--- src/hdl/fsl_pkg.sv ---
// package: fault status bank register map, layouts and carriers
// Summary of operation
// - latched flags stay set after fault clears
// - read clears latched bit only if fault gone
// - latched bit sets on live rising edge only
// - fault bits read one when faulted; read-only
// - one bit7: supply off until restart
// - one bit6: ored switch gate off
// - one bit5: primary power-good aggregate
// - one bit4: maskable secondary power-good aggregate
// - one bit3: rectifiers disabled by user/load/flag
// - one bits2..0: fast, accurate one, accurate two
// - two bit7: sense continuity difference above limit
// - two bit6: local sense undervoltage
// - two bit5: ored switch reverse voltage
// - two bits4,3: supply under, core over shutdown
// - two bit2: supply over needs request toggle
// - two bits1,0: load and local overvoltage
package fsl_pkg;

  // register offsets
  localparam logic [7:0] ADDR_LIVE_ONE = 8'h00;
  localparam logic [7:0] ADDR_LIVE_TWO = 8'h01;
  localparam logic [7:0] ADDR_LIVE_THREE = 8'h02;
  localparam logic [7:0] ADDR_LIVE_FOUR = 8'h03;
  localparam logic [7:0] ADDR_LATCH_ONE = 8'h04;
  localparam logic [7:0] ADDR_LATCH_TWO = 8'h05;
  localparam logic [7:0] ADDR_LATCH_THREE = 8'h06;
  localparam logic [7:0] ADDR_LATCH_FOUR = 8'h07;
  localparam logic [7:0] ADDR_MASK_LO = 8'h10;
  localparam logic [7:0] ADDR_MASK_MID = 8'h11;
  localparam logic [7:0] ADDR_MASK_HI = 8'h12;

  // bus address default, arbitrary
  localparam logic [6:0] DEV_ADDR_DEFAULT = 7'h50;
  localparam logic [6:0] DEV_ADDR_RESERVED_TOP = 7'h07;

  localparam int NUM_LATCHED = 4;
  localparam int PG2_FLAGS = 17;
  localparam logic [PG2_FLAGS-1:0] MASK_RESET = 17'h0_0000;
  localparam logic [3:0] BITS_PER_BYTE = 4'h8;
  localparam logic [3:0] FIRST_TX_BIT = 4'h1;
  localparam logic [7:0] READ_UNMAPPED = 8'h00;

  // bit positions inside the pass-through registers three and four
  localparam int THREE_OVER_TEMP = 7;
  localparam int THREE_EXT_FLAG = 0;
  localparam int FOUR_LINE_SENSE = 2;
  localparam int FOUR_CRC = 1;
  localparam int FOUR_UNLOCKED = 0;

  // layout of live and latched register one, msb first
  typedef struct packed {
    logic supply_off;
    logic ored_off;
    logic pg_primary;
    logic pg_secondary;
    logic rect_off;
    logic fast_oc_one;
    logic acc_oc_one;
    logic acc_oc_two;
  } fsl_stat_one_t;

  // layout of live and latched register two, msb first
  typedef struct packed {
    logic continuity;
    logic under_volt;
    logic ored_reverse;
    logic supply_under;
    logic core_over;
    logic supply_over;
    logic load_over;
    logic local_over;
  } fsl_stat_two_t;

  // raw conditions from comparators and neighbouring logic
  typedef struct packed {
    logic fast_oc_one;
    logic acc_oc_one;
    logic acc_oc_two;
    logic ored_off;
    logic continuity;
    logic under_volt;
    logic ored_reverse;
    logic supply_under;
    logic core_over;
    logic supply_over;
    logic load_over;
    logic local_over;
    logic rect_user_off;
    logic light_load;
    logic rect_flag_off;
    logic power_on_request;
    logic [7:0] status_three;
    logic [7:0] status_four;
  } fsl_fault_in_t;

  typedef enum logic [2:0] {
    FSL_IDLE = 3'b000,
    FSL_RX = 3'b001,
    FSL_RX_ACK = 3'b010,
    FSL_TX = 3'b011,
    FSL_TX_ACK = 3'b100
  } fsl_i2c_state_t;

endpackage : fsl_pkg

--- src/hdl/fsl_latch_byte.sv ---
// module: one latched fault register, rising-edge set, conditional read clear
module fsl_latch_byte #(
  parameter int WIDTH = 8
) (
  input wire logic clk,
  input wire logic sys_rst,
  input wire logic [WIDTH-1:0] live,
  input wire logic read_clear,
  output logic [WIDTH-1:0] latched
);

  logic [WIDTH-1:0] prev_reg;
  logic [WIDTH-1:0] latched_reg;
  logic [WIDTH-1:0] rise;

  if (WIDTH < 1) begin : g_bad_width
    $error("fsl_latch_byte: width must be positive");
  end

  // only a normal-to-fault step sets, a standing level does not
  assign rise = live & ~prev_reg;
  assign latched = latched_reg;

  // previous live value for edge detection
  always_ff @(posedge clk) begin
    if (sys_rst) begin
      prev_reg <= '0;
    end else begin
      prev_reg <= live;
    end
  end

  // a rise in the clear cycle still sets, so no event is lost
  always_ff @(posedge clk) begin
    if (sys_rst) begin
      latched_reg <= '0;
    end else if (read_clear) begin
      latched_reg <= (latched_reg & live) | rise;
    end else begin
      latched_reg <= latched_reg | rise;
    end
  end
endmodule : fsl_latch_byte

--- src/hdl/fsl_bank.sv ---
// module: fault status bank with live and latched registers behind an i2c slave
module fsl_bank #(
  parameter logic [6:0] DEV_ADDR = fsl_pkg::DEV_ADDR_DEFAULT
) (
  input wire logic clk,
  input wire logic sys_rst,
  input wire fsl_pkg::fsl_fault_in_t fault_in,
  input wire logic scl_i,
  input wire logic sda_i,
  output logic sda_o,
  output logic sda_oe,
  output logic supply_off,
  output logic power_good_primary_fault,
  output logic power_good_secondary_fault,
  output logic rectifiers_disabled
);

  if (DEV_ADDR <= fsl_pkg::DEV_ADDR_RESERVED_TOP) begin : g_bad_addr
    $error("fsl_bank: bus address falls in the reserved range");
  end

  fsl_pkg::fsl_fault_in_t meta_reg;
  fsl_pkg::fsl_fault_in_t sync_reg;
  logic [2:0] scl_sync_reg;
  logic [2:0] sda_sync_reg;
  logic pon_prev_reg;
  logic lockout_reg;
  logic supply_off_reg;
  fsl_pkg::fsl_stat_one_t live_one_reg;
  fsl_pkg::fsl_stat_two_t live_two_reg;
  logic [7:0] live_three_reg;
  logic [7:0] live_four_reg;
  logic [fsl_pkg::PG2_FLAGS-1:0] mask_reg;
  logic [fsl_pkg::PG2_FLAGS-1:0] pg2_flags;
  fsl_pkg::fsl_stat_one_t live_one_next;
  fsl_pkg::fsl_stat_two_t live_two_next;
  logic [7:0] live_bytes [fsl_pkg::NUM_LATCHED];
  logic [7:0] latched_bytes [fsl_pkg::NUM_LATCHED];
  logic [fsl_pkg::NUM_LATCHED-1:0] read_clear_reg;
  fsl_pkg::fsl_i2c_state_t state_reg;
  logic [7:0] shift_reg;
  logic [3:0] bit_cnt_reg;
  logic [7:0] ptr_reg;
  logic first_byte_reg;
  logic ptr_valid_reg;
  logic rw_reg;
  logic sda_oe_reg;
  logic sda_o_reg;
  logic wr_strobe_reg;
  logic [7:0] wr_addr_reg;
  logic [7:0] wr_data_reg;
  logic load_strobe_reg;
  logic [7:0] load_addr_reg;
  logic scl_rise;
  logic scl_fall;
  logic bus_start;
  logic bus_stop;
  logic pon_fall;
  logic [7:0] rd_data;

  // two flops on every fault input (bus pins get three, below); stage 0 feeds stage 1 only
  always_ff @(posedge clk) begin
    if (sys_rst) begin
      meta_reg <= '0;
      sync_reg <= '0;
    end else begin
      meta_reg <= fault_in;
      sync_reg <= meta_reg;
    end
  end

  // bus pins: stages 1 and 2 are compared for edges, never stage 0
  always_ff @(posedge clk) begin
    if (sys_rst) begin
      scl_sync_reg <= 3'h7;
      sda_sync_reg <= 3'h7;
    end else begin
      scl_sync_reg <= {scl_sync_reg[1:0], scl_i};
      sda_sync_reg <= {sda_sync_reg[1:0], sda_i};
    end
  end

  assign scl_rise = scl_sync_reg[1] & ~scl_sync_reg[2];
  assign scl_fall = ~scl_sync_reg[1] & scl_sync_reg[2];
  assign bus_start = scl_sync_reg[1] & scl_sync_reg[2] & sda_sync_reg[2] & ~sda_sync_reg[1];
  assign bus_stop = scl_sync_reg[1] & scl_sync_reg[2] & ~sda_sync_reg[2] & sda_sync_reg[1];
  assign pon_fall = pon_prev_reg & ~sync_reg.power_on_request;

  // supply over-voltage locks the supply off until the request pin toggles
  always_ff @(posedge clk) begin
    if (sys_rst) begin
      pon_prev_reg <= 1'b0;
      lockout_reg <= 1'b0;
    end else begin
      pon_prev_reg <= sync_reg.power_on_request;
      if (sync_reg.supply_over) begin
        lockout_reg <= 1'b1;
      end else if (pon_fall) begin
        lockout_reg <= 1'b0;
      end
    end
  end

  // supply held off until requested and every shutdown cause is gone
  always_ff @(posedge clk) begin
    if (sys_rst) begin
      supply_off_reg <= 1'b1;
    end else begin
      supply_off_reg <= ~sync_reg.power_on_request | sync_reg.supply_under | sync_reg.core_over
        | sync_reg.supply_over | lockout_reg;
    end
  end

  // secondary power-good sources; a set mask bit drops that source
  assign pg2_flags = {supply_off_reg, sync_reg.ored_off, sync_reg.fast_oc_one, sync_reg.acc_oc_one,
    sync_reg.acc_oc_two, sync_reg.continuity, sync_reg.under_volt, sync_reg.ored_reverse,
    sync_reg.status_four[fsl_pkg::FOUR_LINE_SENSE], sync_reg.status_three[fsl_pkg::THREE_EXT_FLAG],
    sync_reg.core_over, sync_reg.supply_over, sync_reg.local_over, sync_reg.load_over,
    sync_reg.status_three[fsl_pkg::THREE_OVER_TEMP], sync_reg.status_four[fsl_pkg::FOUR_CRC],
    sync_reg.status_four[fsl_pkg::FOUR_UNLOCKED]};

  // next live values, one to a bit, same layout reused by the latches
  always_comb begin
    live_one_next.supply_off = supply_off_reg;
    live_one_next.ored_off = sync_reg.ored_off;
    live_one_next.pg_primary = supply_off_reg | sync_reg.fast_oc_one | sync_reg.acc_oc_one
      | sync_reg.acc_oc_two | sync_reg.under_volt | sync_reg.local_over | sync_reg.load_over;
    live_one_next.pg_secondary = |(pg2_flags & ~mask_reg);
    live_one_next.rect_off = sync_reg.rect_user_off | sync_reg.light_load | sync_reg.rect_flag_off;
    live_one_next.fast_oc_one = sync_reg.fast_oc_one;
    live_one_next.acc_oc_one = sync_reg.acc_oc_one;
    live_one_next.acc_oc_two = sync_reg.acc_oc_two;
    live_two_next.continuity = sync_reg.continuity;
    live_two_next.under_volt = sync_reg.under_volt;
    live_two_next.ored_reverse = sync_reg.ored_reverse;
    live_two_next.supply_under = sync_reg.supply_under;
    live_two_next.core_over = sync_reg.core_over;
    live_two_next.supply_over = sync_reg.supply_over;
    live_two_next.load_over = sync_reg.load_over;
    live_two_next.local_over = sync_reg.local_over;
  end

  // live registers track conditions every cycle, no memory
  always_ff @(posedge clk) begin
    if (sys_rst) begin
      live_one_reg <= '0;
      live_two_reg <= '0;
      live_three_reg <= '0;
      live_four_reg <= '0;
    end else begin
      live_one_reg <= live_one_next;
      live_two_reg <= live_two_next;
      live_three_reg <= sync_reg.status_three;
      live_four_reg <= sync_reg.status_four;
    end
  end

  assign live_bytes[0] = live_one_reg;
  assign live_bytes[1] = live_two_reg;
  assign live_bytes[2] = live_three_reg;
  assign live_bytes[3] = live_four_reg;

  // one latch per live register, identical layout
  for (genvar i = 0; i < fsl_pkg::NUM_LATCHED; i++) begin : g_latch
    fsl_latch_byte #(.WIDTH(8)) u_latch (
      .clk(clk),
      .sys_rst(sys_rst),
      .live(live_bytes[i]),
      .read_clear(read_clear_reg[i]),
      .latched(latched_bytes[i])
    );
  end

  // clear fires the cycle after the byte sits in the shifter
  always_ff @(posedge clk) begin
    if (sys_rst) begin
      read_clear_reg <= '0;
    end else begin
      for (int i = 0; i < fsl_pkg::NUM_LATCHED; i++) begin
        read_clear_reg[i] <= load_strobe_reg && (load_addr_reg == fsl_pkg::ADDR_LATCH_ONE + 8'(i));
      end
    end
  end

  // read data; fault registers only ever come from hardware
  function automatic logic [7:0] read_byte(input logic [7:0] addr);
    logic [7:0] data;
    data = fsl_pkg::READ_UNMAPPED;
    case (addr)
      fsl_pkg::ADDR_LIVE_ONE: data = live_bytes[0];
      fsl_pkg::ADDR_LIVE_TWO: data = live_bytes[1];
      fsl_pkg::ADDR_LIVE_THREE: data = live_bytes[2];
      fsl_pkg::ADDR_LIVE_FOUR: data = live_bytes[3];
      fsl_pkg::ADDR_LATCH_ONE: data = latched_bytes[0];
      fsl_pkg::ADDR_LATCH_TWO: data = latched_bytes[1];
      fsl_pkg::ADDR_LATCH_THREE: data = latched_bytes[2];
      fsl_pkg::ADDR_LATCH_FOUR: data = latched_bytes[3];
      fsl_pkg::ADDR_MASK_LO: data = mask_reg[7:0];
      fsl_pkg::ADDR_MASK_MID: data = mask_reg[15:8];
      fsl_pkg::ADDR_MASK_HI: data = {7'h00, mask_reg[16]};
      default: data = fsl_pkg::READ_UNMAPPED;
    endcase
    return data;
  endfunction : read_byte

  // byte at the pointer, so its msb can be put on the line at load time
  always_comb begin
    rd_data = read_byte(ptr_reg);
  end

  // mask is the only writable state; writes elsewhere are dropped
  always_ff @(posedge clk) begin
    if (sys_rst) begin
      mask_reg <= fsl_pkg::MASK_RESET;
    end else if (wr_strobe_reg) begin
      case (wr_addr_reg)
        fsl_pkg::ADDR_MASK_LO: mask_reg[7:0] <= wr_data_reg;
        fsl_pkg::ADDR_MASK_MID: mask_reg[15:8] <= wr_data_reg;
        fsl_pkg::ADDR_MASK_HI: mask_reg[16] <= wr_data_reg[0];
        default: mask_reg <= mask_reg;
      endcase
    end
  end

  // i2c slave: address, pointer, then data bytes with auto-increment
  always_ff @(posedge clk) begin
    if (sys_rst) begin
      state_reg <= fsl_pkg::FSL_IDLE;
      shift_reg <= '0;
      bit_cnt_reg <= '0;
      ptr_reg <= '0;
      first_byte_reg <= 1'b0;
      ptr_valid_reg <= 1'b0;
      rw_reg <= 1'b0;
      sda_oe_reg <= 1'b0;
      sda_o_reg <= 1'b0;
      wr_strobe_reg <= 1'b0;
      wr_addr_reg <= '0;
      wr_data_reg <= '0;
      load_strobe_reg <= 1'b0;
      load_addr_reg <= '0;
    end else begin
      wr_strobe_reg <= 1'b0;
      load_strobe_reg <= 1'b0;
      if (bus_stop) begin
        state_reg <= fsl_pkg::FSL_IDLE;
        sda_oe_reg <= 1'b0;
      end else if (bus_start) begin
        state_reg <= fsl_pkg::FSL_RX;
        bit_cnt_reg <= '0;
        first_byte_reg <= 1'b1;
        ptr_valid_reg <= 1'b0;
        sda_oe_reg <= 1'b0;
      end else begin
        case (state_reg)
          fsl_pkg::FSL_IDLE: begin
            sda_oe_reg <= 1'b0;
          end
          fsl_pkg::FSL_RX: begin
            if (scl_rise && bit_cnt_reg != fsl_pkg::BITS_PER_BYTE) begin
              shift_reg <= {shift_reg[6:0], sda_sync_reg[1]};
              bit_cnt_reg <= bit_cnt_reg + 4'h1;
            end else if (scl_fall && bit_cnt_reg == fsl_pkg::BITS_PER_BYTE) begin
              if (first_byte_reg) begin
                if (shift_reg[7:1] == DEV_ADDR) begin
                  rw_reg <= shift_reg[0];
                  sda_oe_reg <= 1'b1;
                  state_reg <= fsl_pkg::FSL_RX_ACK;
                end else begin
                  state_reg <= fsl_pkg::FSL_IDLE;
                end
              end else if (!ptr_valid_reg) begin
                ptr_reg <= shift_reg;
                ptr_valid_reg <= 1'b1;
                sda_oe_reg <= 1'b1;
                state_reg <= fsl_pkg::FSL_RX_ACK;
              end else begin
                wr_strobe_reg <= 1'b1;
                wr_addr_reg <= ptr_reg;
                wr_data_reg <= shift_reg;
                ptr_reg <= ptr_reg + 8'h01;
                sda_oe_reg <= 1'b1;
                state_reg <= fsl_pkg::FSL_RX_ACK;
              end
            end
          end
          fsl_pkg::FSL_RX_ACK: begin
            if (scl_fall) begin
              first_byte_reg <= 1'b0;
              if (first_byte_reg && rw_reg) begin
                shift_reg <= rd_data;
                sda_oe_reg <= ~rd_data[7];
                bit_cnt_reg <= fsl_pkg::FIRST_TX_BIT;
                load_strobe_reg <= 1'b1;
                load_addr_reg <= ptr_reg;
                ptr_reg <= ptr_reg + 8'h01;
                state_reg <= fsl_pkg::FSL_TX;
              end else begin
                sda_oe_reg <= 1'b0;
                bit_cnt_reg <= '0;
                state_reg <= fsl_pkg::FSL_RX;
              end
            end
          end
          fsl_pkg::FSL_TX: begin
            if (scl_fall) begin
              if (bit_cnt_reg == fsl_pkg::BITS_PER_BYTE) begin
                sda_oe_reg <= 1'b0;
                state_reg <= fsl_pkg::FSL_TX_ACK;
              end else begin
                sda_oe_reg <= ~shift_reg[6];
                shift_reg <= {shift_reg[6:0], 1'b0};
                bit_cnt_reg <= bit_cnt_reg + 4'h1;
              end
            end
          end
          fsl_pkg::FSL_TX_ACK: begin
            if (scl_rise && sda_sync_reg[1]) begin
              state_reg <= fsl_pkg::FSL_IDLE;
            end else if (scl_fall) begin
              shift_reg <= rd_data;
              sda_oe_reg <= ~rd_data[7];
              bit_cnt_reg <= fsl_pkg::FIRST_TX_BIT;
              load_strobe_reg <= 1'b1;
              load_addr_reg <= ptr_reg;
              ptr_reg <= ptr_reg + 8'h01;
              state_reg <= fsl_pkg::FSL_TX;
            end
          end
          default: begin
            state_reg <= fsl_pkg::FSL_IDLE;
            sda_oe_reg <= 1'b0;
          end
        endcase
      end
    end
  end

  assign sda_o = sda_o_reg;
  assign sda_oe = sda_oe_reg;
  assign supply_off = live_one_reg.supply_off;
  assign power_good_primary_fault = live_one_reg.pg_primary;
  assign power_good_secondary_fault = live_one_reg.pg_secondary;
  assign rectifiers_disabled = live_one_reg.rect_off;
endmodule : fsl_bank

--- config.mk ---
export PLATFORM = sky130hd
export DESIGN_NAME = fsl_bank
export DESIGN_NICKNAME = d
export VERILOG_FILES = /design/src/hdl/fsl_pkg.sv /design/src/hdl/fsl_latch_byte.sv /design/src/hdl/fsl_bank.sv
export SDC_FILE = /design/constraint.sdc
export NUM_CORES = 1
export LEC_CHECK = 0
export BUFFER_PORTS_ARGS = -buffer_cell sky130_fd_sc_hd__buf_2
export CAP_MARGIN = 15
export CORE_AREA = 2 2 145 147
export CTS_CLUSTER_SIZE = 30
export DETAILED_ROUTE_END_ITERATION = 7
export DIE_AREA = 0 0 147 149
export PLACE_DENSITY_LB_ADDON = 0.2
export SYNTH_ARGS = -nofsm -noshare
export SYNTH_HDL_FRONTEND = slang
export SYNTH_SLANG_ARGS = --single-unit
--- constraint.sdc ---
create_clock -name clk -period 2.25 [get_ports clk]
set_clock_uncertainty 0.1 [all_clocks]
set_input_delay 0.45 -clock clk [delete_from_list [all_inputs] [get_ports clk]]
set_output_delay 0.45 -clock clk [all_outputs]
set_load 0.02 [all_outputs]
==> impl_metrics.csv, run 1 <==
group,metric,value,unit
logic_synthesis,synth_fa_ha_area_frac,0.008300,
logic_synthesis,yosys.area_share.simple,0.2146,
detailed_routing,ant_nets,0,
floorplanning,num_rows,53,
logic_synthesis,ys_types,70,
detailed_routing,routed_wl,21330,µm
power_and_ir_drop,pwr-share-clk,0.477,
grt,grt_pass1_wl,33950,µm
logic_synthesis,synth.avg_cell_area,9.432,µm²
sta,maxSlewViolCount,0,
floorplanning,die_x,147,µm
detailed_routing,drt_iter0_drc,489,
logic_synthesis,ys.flop_type,"dfxtp_1",
logic_synthesis,synth_edf_count,0,
critical_path,cp_max_fo,16,
final_layout,area_delta_synth_final,19.12,%
critical_path,critPathLaunchType,"flop",
logic_synthesis,synth_seq_cells,243,
sta,fin_setup_tns,0,ns
grt,grt_max_degree,77,
power_and_ir_drop,intPower,0.007312,W
worst_hold_path,min_delay_path_depth,2,
detailed_routing,dr.pass1.iters,5,
logic_synthesis,async_flop_share,0,
critical_path,reg2reg_depth,6,
logic_synthesis,synthMuxAreaShare,0.04855,
cts,clk_pin_slew_worst_paths,0.06,ns
sta,fin_ws,0.1013,ns
power_and_ir_drop,vdd.ir_drop.worst,0.5654,mV
logic_synthesis,yosysWarnings,0,
logic_synthesis,synthTopCellsByArea,"dfxtp_1 (54%), nor2b_1 (8.2%), a21oi_1 (4.3%)",
power_and_ir_drop,p_sw,0.001872,W
flow_run,drv_cap,0,
cts,cts_buffer_depth,3,
floorplanning,die_h,149,µm
power_and_ir_drop,swShare,0.2038,
sta,worst_pin_slew,0.5425,ns
power_and_ir_drop,power_density,852.4,mW/mm²
placement,dp.cells,1270,
floorplanning,core_area,0.02056,mm²
worst_hold_path,hold_path_class,"in -> reg",
logic_synthesis,synth_nets,1001,
placement,port_buffers,40,
logic_synthesis,ys_seq_area_frac,0.5378,
cts,post-cts-setup-buffers,0,
status,outcome,"complete, no violations",
detailed_routing,via_per_inst,5.182,
sta,slew_headroom,0.6372,
critical_path,endpoint,"shift_reg[1]$_SDFFE_PP0P_",
final_layout,instances_no_fill,1316,
cts,htreeDepth,1,
critical_path,reg2reg_to,"shift_reg[1]$_SDFFE_PP0P_",
placement,hpwl,14730,µm
sta,finalCritPeriodShare,0.9550,
placement,gp_congestion,0.8730,
power_and_ir_drop,seqPwrFrac,0.488,
logic_synthesis,synth_compound_area_frac,0.1454,
cts,cts_sinks,243,
logic_synthesis,netlist_area,0.009045,mm²
critical_path,ff2ff_setup_slack,0.10,ns
critical_path,path_class,"reg -> reg",
final_layout,final_cell_mix,"dfxtp_1 (241), nor2b_1 (119), a21oi_1 (77), nor2_1 (62), nand2_1 (60)",
cts,cts_root_buffer,"clkbuf_16",
final_layout,antenna_cells,0,
final_layout,nFillCells,1918,
floorplanning,initial_utilization,0.4400,
logic_synthesis,synth_top_family_by_area,"simple AND/OR/NAND/NOR gates",
sta,post-route-min-period,2.149,ns
floorplanning,dieArea,0.02190,mm²
logic_synthesis,netlist_instances,959,
power_and_ir_drop,combinationalPowerShare,0.034,
logic_synthesis,synth_top_area_cell,"dfxtp_1",
floorplanning,ios,42,
grt,grtUsageTotal,0.1935,
cts,cts_tree,"built",
placement,place_ws,0.05030,ns
sta,grt_setup_unrepaired,"false",
logic_synthesis,synth_top_area_frac,0.5378,
detailed_routing,wl_per_cell,16.21,µm
detailed_routing,drc_errors,0,
logic_synthesis,synth-xor-area-share,0.003873,
sta,hold_viol,0,
critical_path,end_kind,"flop",
final_layout,layout_commonest_cell,"dfxtp_1",
grt,grt_overflow,0,
sta,setup_viol,0,
power_and_ir_drop,leakagePower,4.009,nW
grt,antenna_found_initial,0,
critical_path,cp.required,2.58,ns
grt,grt_pass1_vias,6470,
cts,clk_latency,0.53,ns
critical_path,worstSetupStartpoint,"state_reg[2]$_SDFFE_PP0P_",
sta,max_freq,465.4,MHz
detailed_routing,vias,6819,
final_layout,drive_gt1_frac,0.1671,
final_layout,nNetsFinal,1066,
critical_path,worstPathArrival,2.47,ns
cts,cts_buffers,26,
critical_path,r2r_start,"state_reg[2]$_SDFFE_PP0P_",
-- power by group through the flow --
stage               combinational [W]  clock [W]  sequential (W)
finish                       0.000316    0.00438         0.00448
global route                 0.000356    0.00468         0.00450
CTS                          0.000318    0.00449         0.00448
detailed placement           0.000315          0         0.00458
global placement             0.000311          0         0.00458
floorplan                    0.000215          0         0.00456
-- Yosys cell counts (4+ instances only) --
master    count
clkbuf_1     48
a21o_1        7
nand2b_1     30
a21oi_1      78
nor2b_1     119
nand3_1      29
dfxtp_1     243
nor3_1       13
a311oi_1      6
mux2i_1      27
nor3b_1       4
or3_1         5
or2_2         7
a222oi_1      6
nor4_1        5
o21ai_0      48
nor2_1       62
nand2_1      60
o22ai_1      11
mux2_2       15
inv_1        40
a31oi_1       5
ha_1          6
a22oi_1      13
a221oi_1      8
-- metal layers --
layer | vias up | part of all wire | track usage
li1 | 3401 | - | -
met4 | 0 | 0.026 | 0.05769
met3 | 38 | 0.056 | 0.03028
met2 | 203 | 0.48 | 0.3322
met5 | - | 0 | 0
met1 | 3177 | 0.44 | 0.2534
-- repair_timing --
action                                  4_1_cts  5_1_grt
gates resized for setup                       0       10
endpoints found under the setup margin        0        8
hold endpoints to repair                      1        0
hold buffers                                  1        0
-- per-stage QoR --
stage,power [W],cell area (µm²),utilization,hold WS [ns]
6_report,0.009184,10770,0.5241,0.01557
4_1_cts,0.009289,10730,0.5217,0.004004
3_5_place_dp,0.004893,9816,0.4775,0.2960
2_1_floorplan,0.004771,9045,-,0.2895
3_3_place_gp,0.004888,9816,0.4775,0.2928
5_1_grt,0.009533,10770,0.5241,0.01148
-- cell type report --
cell class	instances	area (µm²)	area share
clock buffers	38	787.0	0.07305
clock inverters	7	112.6	0.01045
inverters	41	153.9	0.01428
multi-input cells	621	3855	0.3578
flip-flops and latches	243	4867	0.4517
well taps	275	344.1	0.03194
repair buffers	91	654.4	0.06074
-- kinds of logic after synthesis --
family	count (synthesis)
buffers and inverters	95
AND/OR/NAND/NOR	358
AO/OA/AOI/OAI	210
multiplexers	42
flip-flops	243
XOR/XNOR	4
other	1
adder cells (fa/ha/maj)	6
-- critical path: stages, from the launching register on --
cell and delay (ns):
dfxtp_1 0.38, or3b_1 0.40, or4b_4 0.52, a21oi_4 0.17, buf_12 0.16, nor2_1 0.04, a311oi_1 0.27
-- worst min path at each step --
| stage | startpoint | end | slack [ns] |
|---|---|---|---|
| floorplan | scl_sync_reg[0]$_SDFF_PP1_ | scl_sync_reg[1]$_SDFF_PP1_ | 0.29 |
| global route | scl_i | scl_sync_reg[0]$_SDFF_PP1_ | 0.01 |
| global placement | sda_sync_reg[0]$_SDFF_PP1_ | sda_sync_reg[1]$_SDFF_PP1_ | 0.29 |
| detailed placement | sda_sync_reg[0]$_SDFF_PP1_ | sda_sync_reg[1]$_SDFF_PP1_ | 0.30 |
| finish | scl_i | scl_sync_reg[0]$_SDFF_PP1_ | 0.02 |
| CTS | scl_i | scl_sync_reg[0]$_SDFF_PP1_ | 0.004 |
(Power assumes the default switching activity.)
==> run 2: changes to the inputs <==
- PLACE_DENSITY_LB_ADDON: 0.2 -> 0.25
==> impl_metrics.csv, run 2 (synthesized netlist as in run 1, its figures left out) <==
group,metric,value,unit
detailed_routing,vias,6796,
final_layout,layout_commonest_cell,"dfxtp_1",
floorplanning,die_x,147,µm
detailed_routing,drc_errors,0,
grt,grt_util_met1,0.2530,
grt,grt-busiest-layer,"met2",
power_and_ir_drop,vdd.ir_drop.worst,0.6135,mV
floorplanning,num_rows,53,
placement,hpwl,14440,µm
cts,cts_root_buffer,"clkbuf_16",
cts,clk_latency,0.52,ns
detailed_routing,dr.pass1.iters,6,
placement,port_buffers,40,
critical_path,critPathSlowestCell,"or4b_4",
detailed_routing,routed_wl,20630,µm
cts,clk_pin_slew_worst_paths,0.07,ns
grt,grt_max_degree,116,
worst_hold_path,hold_path_class,"in -> reg",
grt,grt_pass1_vias,6342,
cts,htreeDepth,1,
critical_path,cp.required,2.57,ns
flow_run,drv_cap,0,
final_layout,nFillCells,1917,
floorplanning,ios,42,
sta,slew_headroom,0.4636,
sta,maxSlewViolCount,0,
final_layout,nNetsFinal,1060,
power_and_ir_drop,power_density,840.5,mW/mm²
critical_path,slowest_delay,0.53,ns
grt,antenna_found_initial,0,
critical_path,critPathLaunchType,"flop",
sta,hold_viol,0,
cts,cts_tree,"built",
cts,hold_buffers,0,
detailed_routing,drt_iter0_drc,626,
final_layout,final_cell_mix,"dfxtp_1 (241), nor2b_1 (119), a21oi_1 (77), nor2_1 (62), nand2_1 (60)",
sta,fin_setup_tns,0,ns
final_layout,antenna_cells,0,
cts,cts_buffer_depth,3,
detailed_routing,via_per_inst,5.192,
sta,setup_viol,0,
critical_path,cp_max_fo,16,
detailed_routing,wl_per_cell,15.76,µm
floorplanning,initial_utilization,0.4400,
cts,cts_buffers,24,
grt,grt_overflow,0,
detailed_routing,ant_nets,0,
grt,use_met2,0.3178,
status,outcome,"complete, no violations",
placement,gp_congestion,0.9240,
critical_path,path_class,"reg -> reg",
sta,finalCritPeriodShare,0.9644,
critical_path,path_cells,"or3b_1, or4b_4, a21oi_4, buf_12, nor2_1, a311oi_1",
sta,post-route-min-period,2.170,ns
final_layout,area_delta_synth_final,17.35,%
floorplanning,core_area,0.02056,mm²
final_layout,instances_no_fill,1309,
floorplanning,dieArea,0.02190,mm²
critical_path,end_kind,"flop",
critical_path,worstPathArrival,2.49,ns
grt,grt_pass1_wl,33560,µm
placement,dp.cells,1267,
sta,max_freq,460.9,MHz
grt,grtUsageTotal,0.1895,
final_layout,drive_gt1_frac,0.1625,
grt,grt_util_met3,0.02661,
cts,cts_sinks,243,
power_and_ir_drop,leakagePower,3.942,nW
floorplanning,die_h,149,µm
sta,worst_pin_slew,0.8046,ns
==> run 2: changes by cell type in the layout (fill, tap and decap cells not counted), sizes merged <==
cell / before / now
clkbuf: 38 / 28
clkinv: 4 / 9
buf: 90 / 87
clkinvlp: 1 / 2
dlygate4sd3: 1 / 0
inv: 40 / 41
==> run 2: metrics by stage <==
step           area (µm²)  hold slack [ns]  power (W)  utilization  worst slack (ns)
6_report            10610          0.01223   0.008921       0.5163           0.08011
3_5_place_dp         9756           0.3002   0.004886       0.4746           0.04708
5_1_grt             10610        0.0004800   0.009247       0.5163         -0.008280
2_1_floorplan        9045           0.2895   0.004771            -           0.06320
3_3_place_gp         9756           0.2933   0.004882       0.4746           0.05857
4_1_cts             10580        0.0004706   0.008994       0.5147           0.03941
==> run 2: path summary, 6_finish.rpt <==
kind	from	slack, ns	end	depth (start not counted)
setup / recovery	state_reg[2]$_SDFFE_PP0P_	0.08	shift_reg[5]$_SDFFE_PP0P_	6
hold / removal	sda_i	0.01	sda_sync_reg[0]$_SDFF_PP1_	2
setup reg to reg	state_reg[2]$_SDFFE_PP0P_	0.08	shift_reg[5]$_SDFFE_PP0P_	6
hold reg to reg	sda_sync_reg[0]$_SDFF_PP1_	0.31	sda_sync_reg[1]$_SDFF_PP1_	1
==> run 2: what timing repair did <==
action | 4_1_cts | 5_1_grt
resized for setup | 0 | 8
buffers inserted | 0 | 0
setup endpoints to repair | 0 | 10
endpoints found under the hold margin | 0 | 0
==> run 2: layout make-up <==
| cell class | instances | area (µm²) | area share |
|---|---|---|---|
| multi-input combinational | 621 | 3839 | 0.3617 |
| clock inverter | 14 | 168.9 | 0.01591 |
| timing repair buffer | 87 | 584.3 | 0.05505 |
| clock buffer | 28 | 656.9 | 0.06189 |
| inverter | 41 | 153.9 | 0.01450 |
| sequential | 243 | 4867 | 0.4586 |
| tap | 275 | 344.1 | 0.03242 |
==> run 2: power breakdown <==
group          leakage, nW  switching (W)  internal, W
clock                0.403        0.00168      0.00245
combinational         1.56       0.000170     0.000139
sequential            1.98      0.0000623      0.00442
==> run 2: layer usage <==
layer  share of wire  up-vias  routed length [µm]
li1                -     3402                   -
met1            0.45     3145                9329
met2            0.47      201                9613
met4           0.031        0                 643
met3           0.051       48                1042
met5               0        -                   0
==> run 2: worst max-delay path, delay by kind of cell, from the launching register on <==
kind                   cells  cell delay, ns
AND/OR/NAND/NOR            3            1.00
flip-flops                 1            0.38
buffers and inverters      1            0.16
AO/OA/AOI/OAI              2            0.42
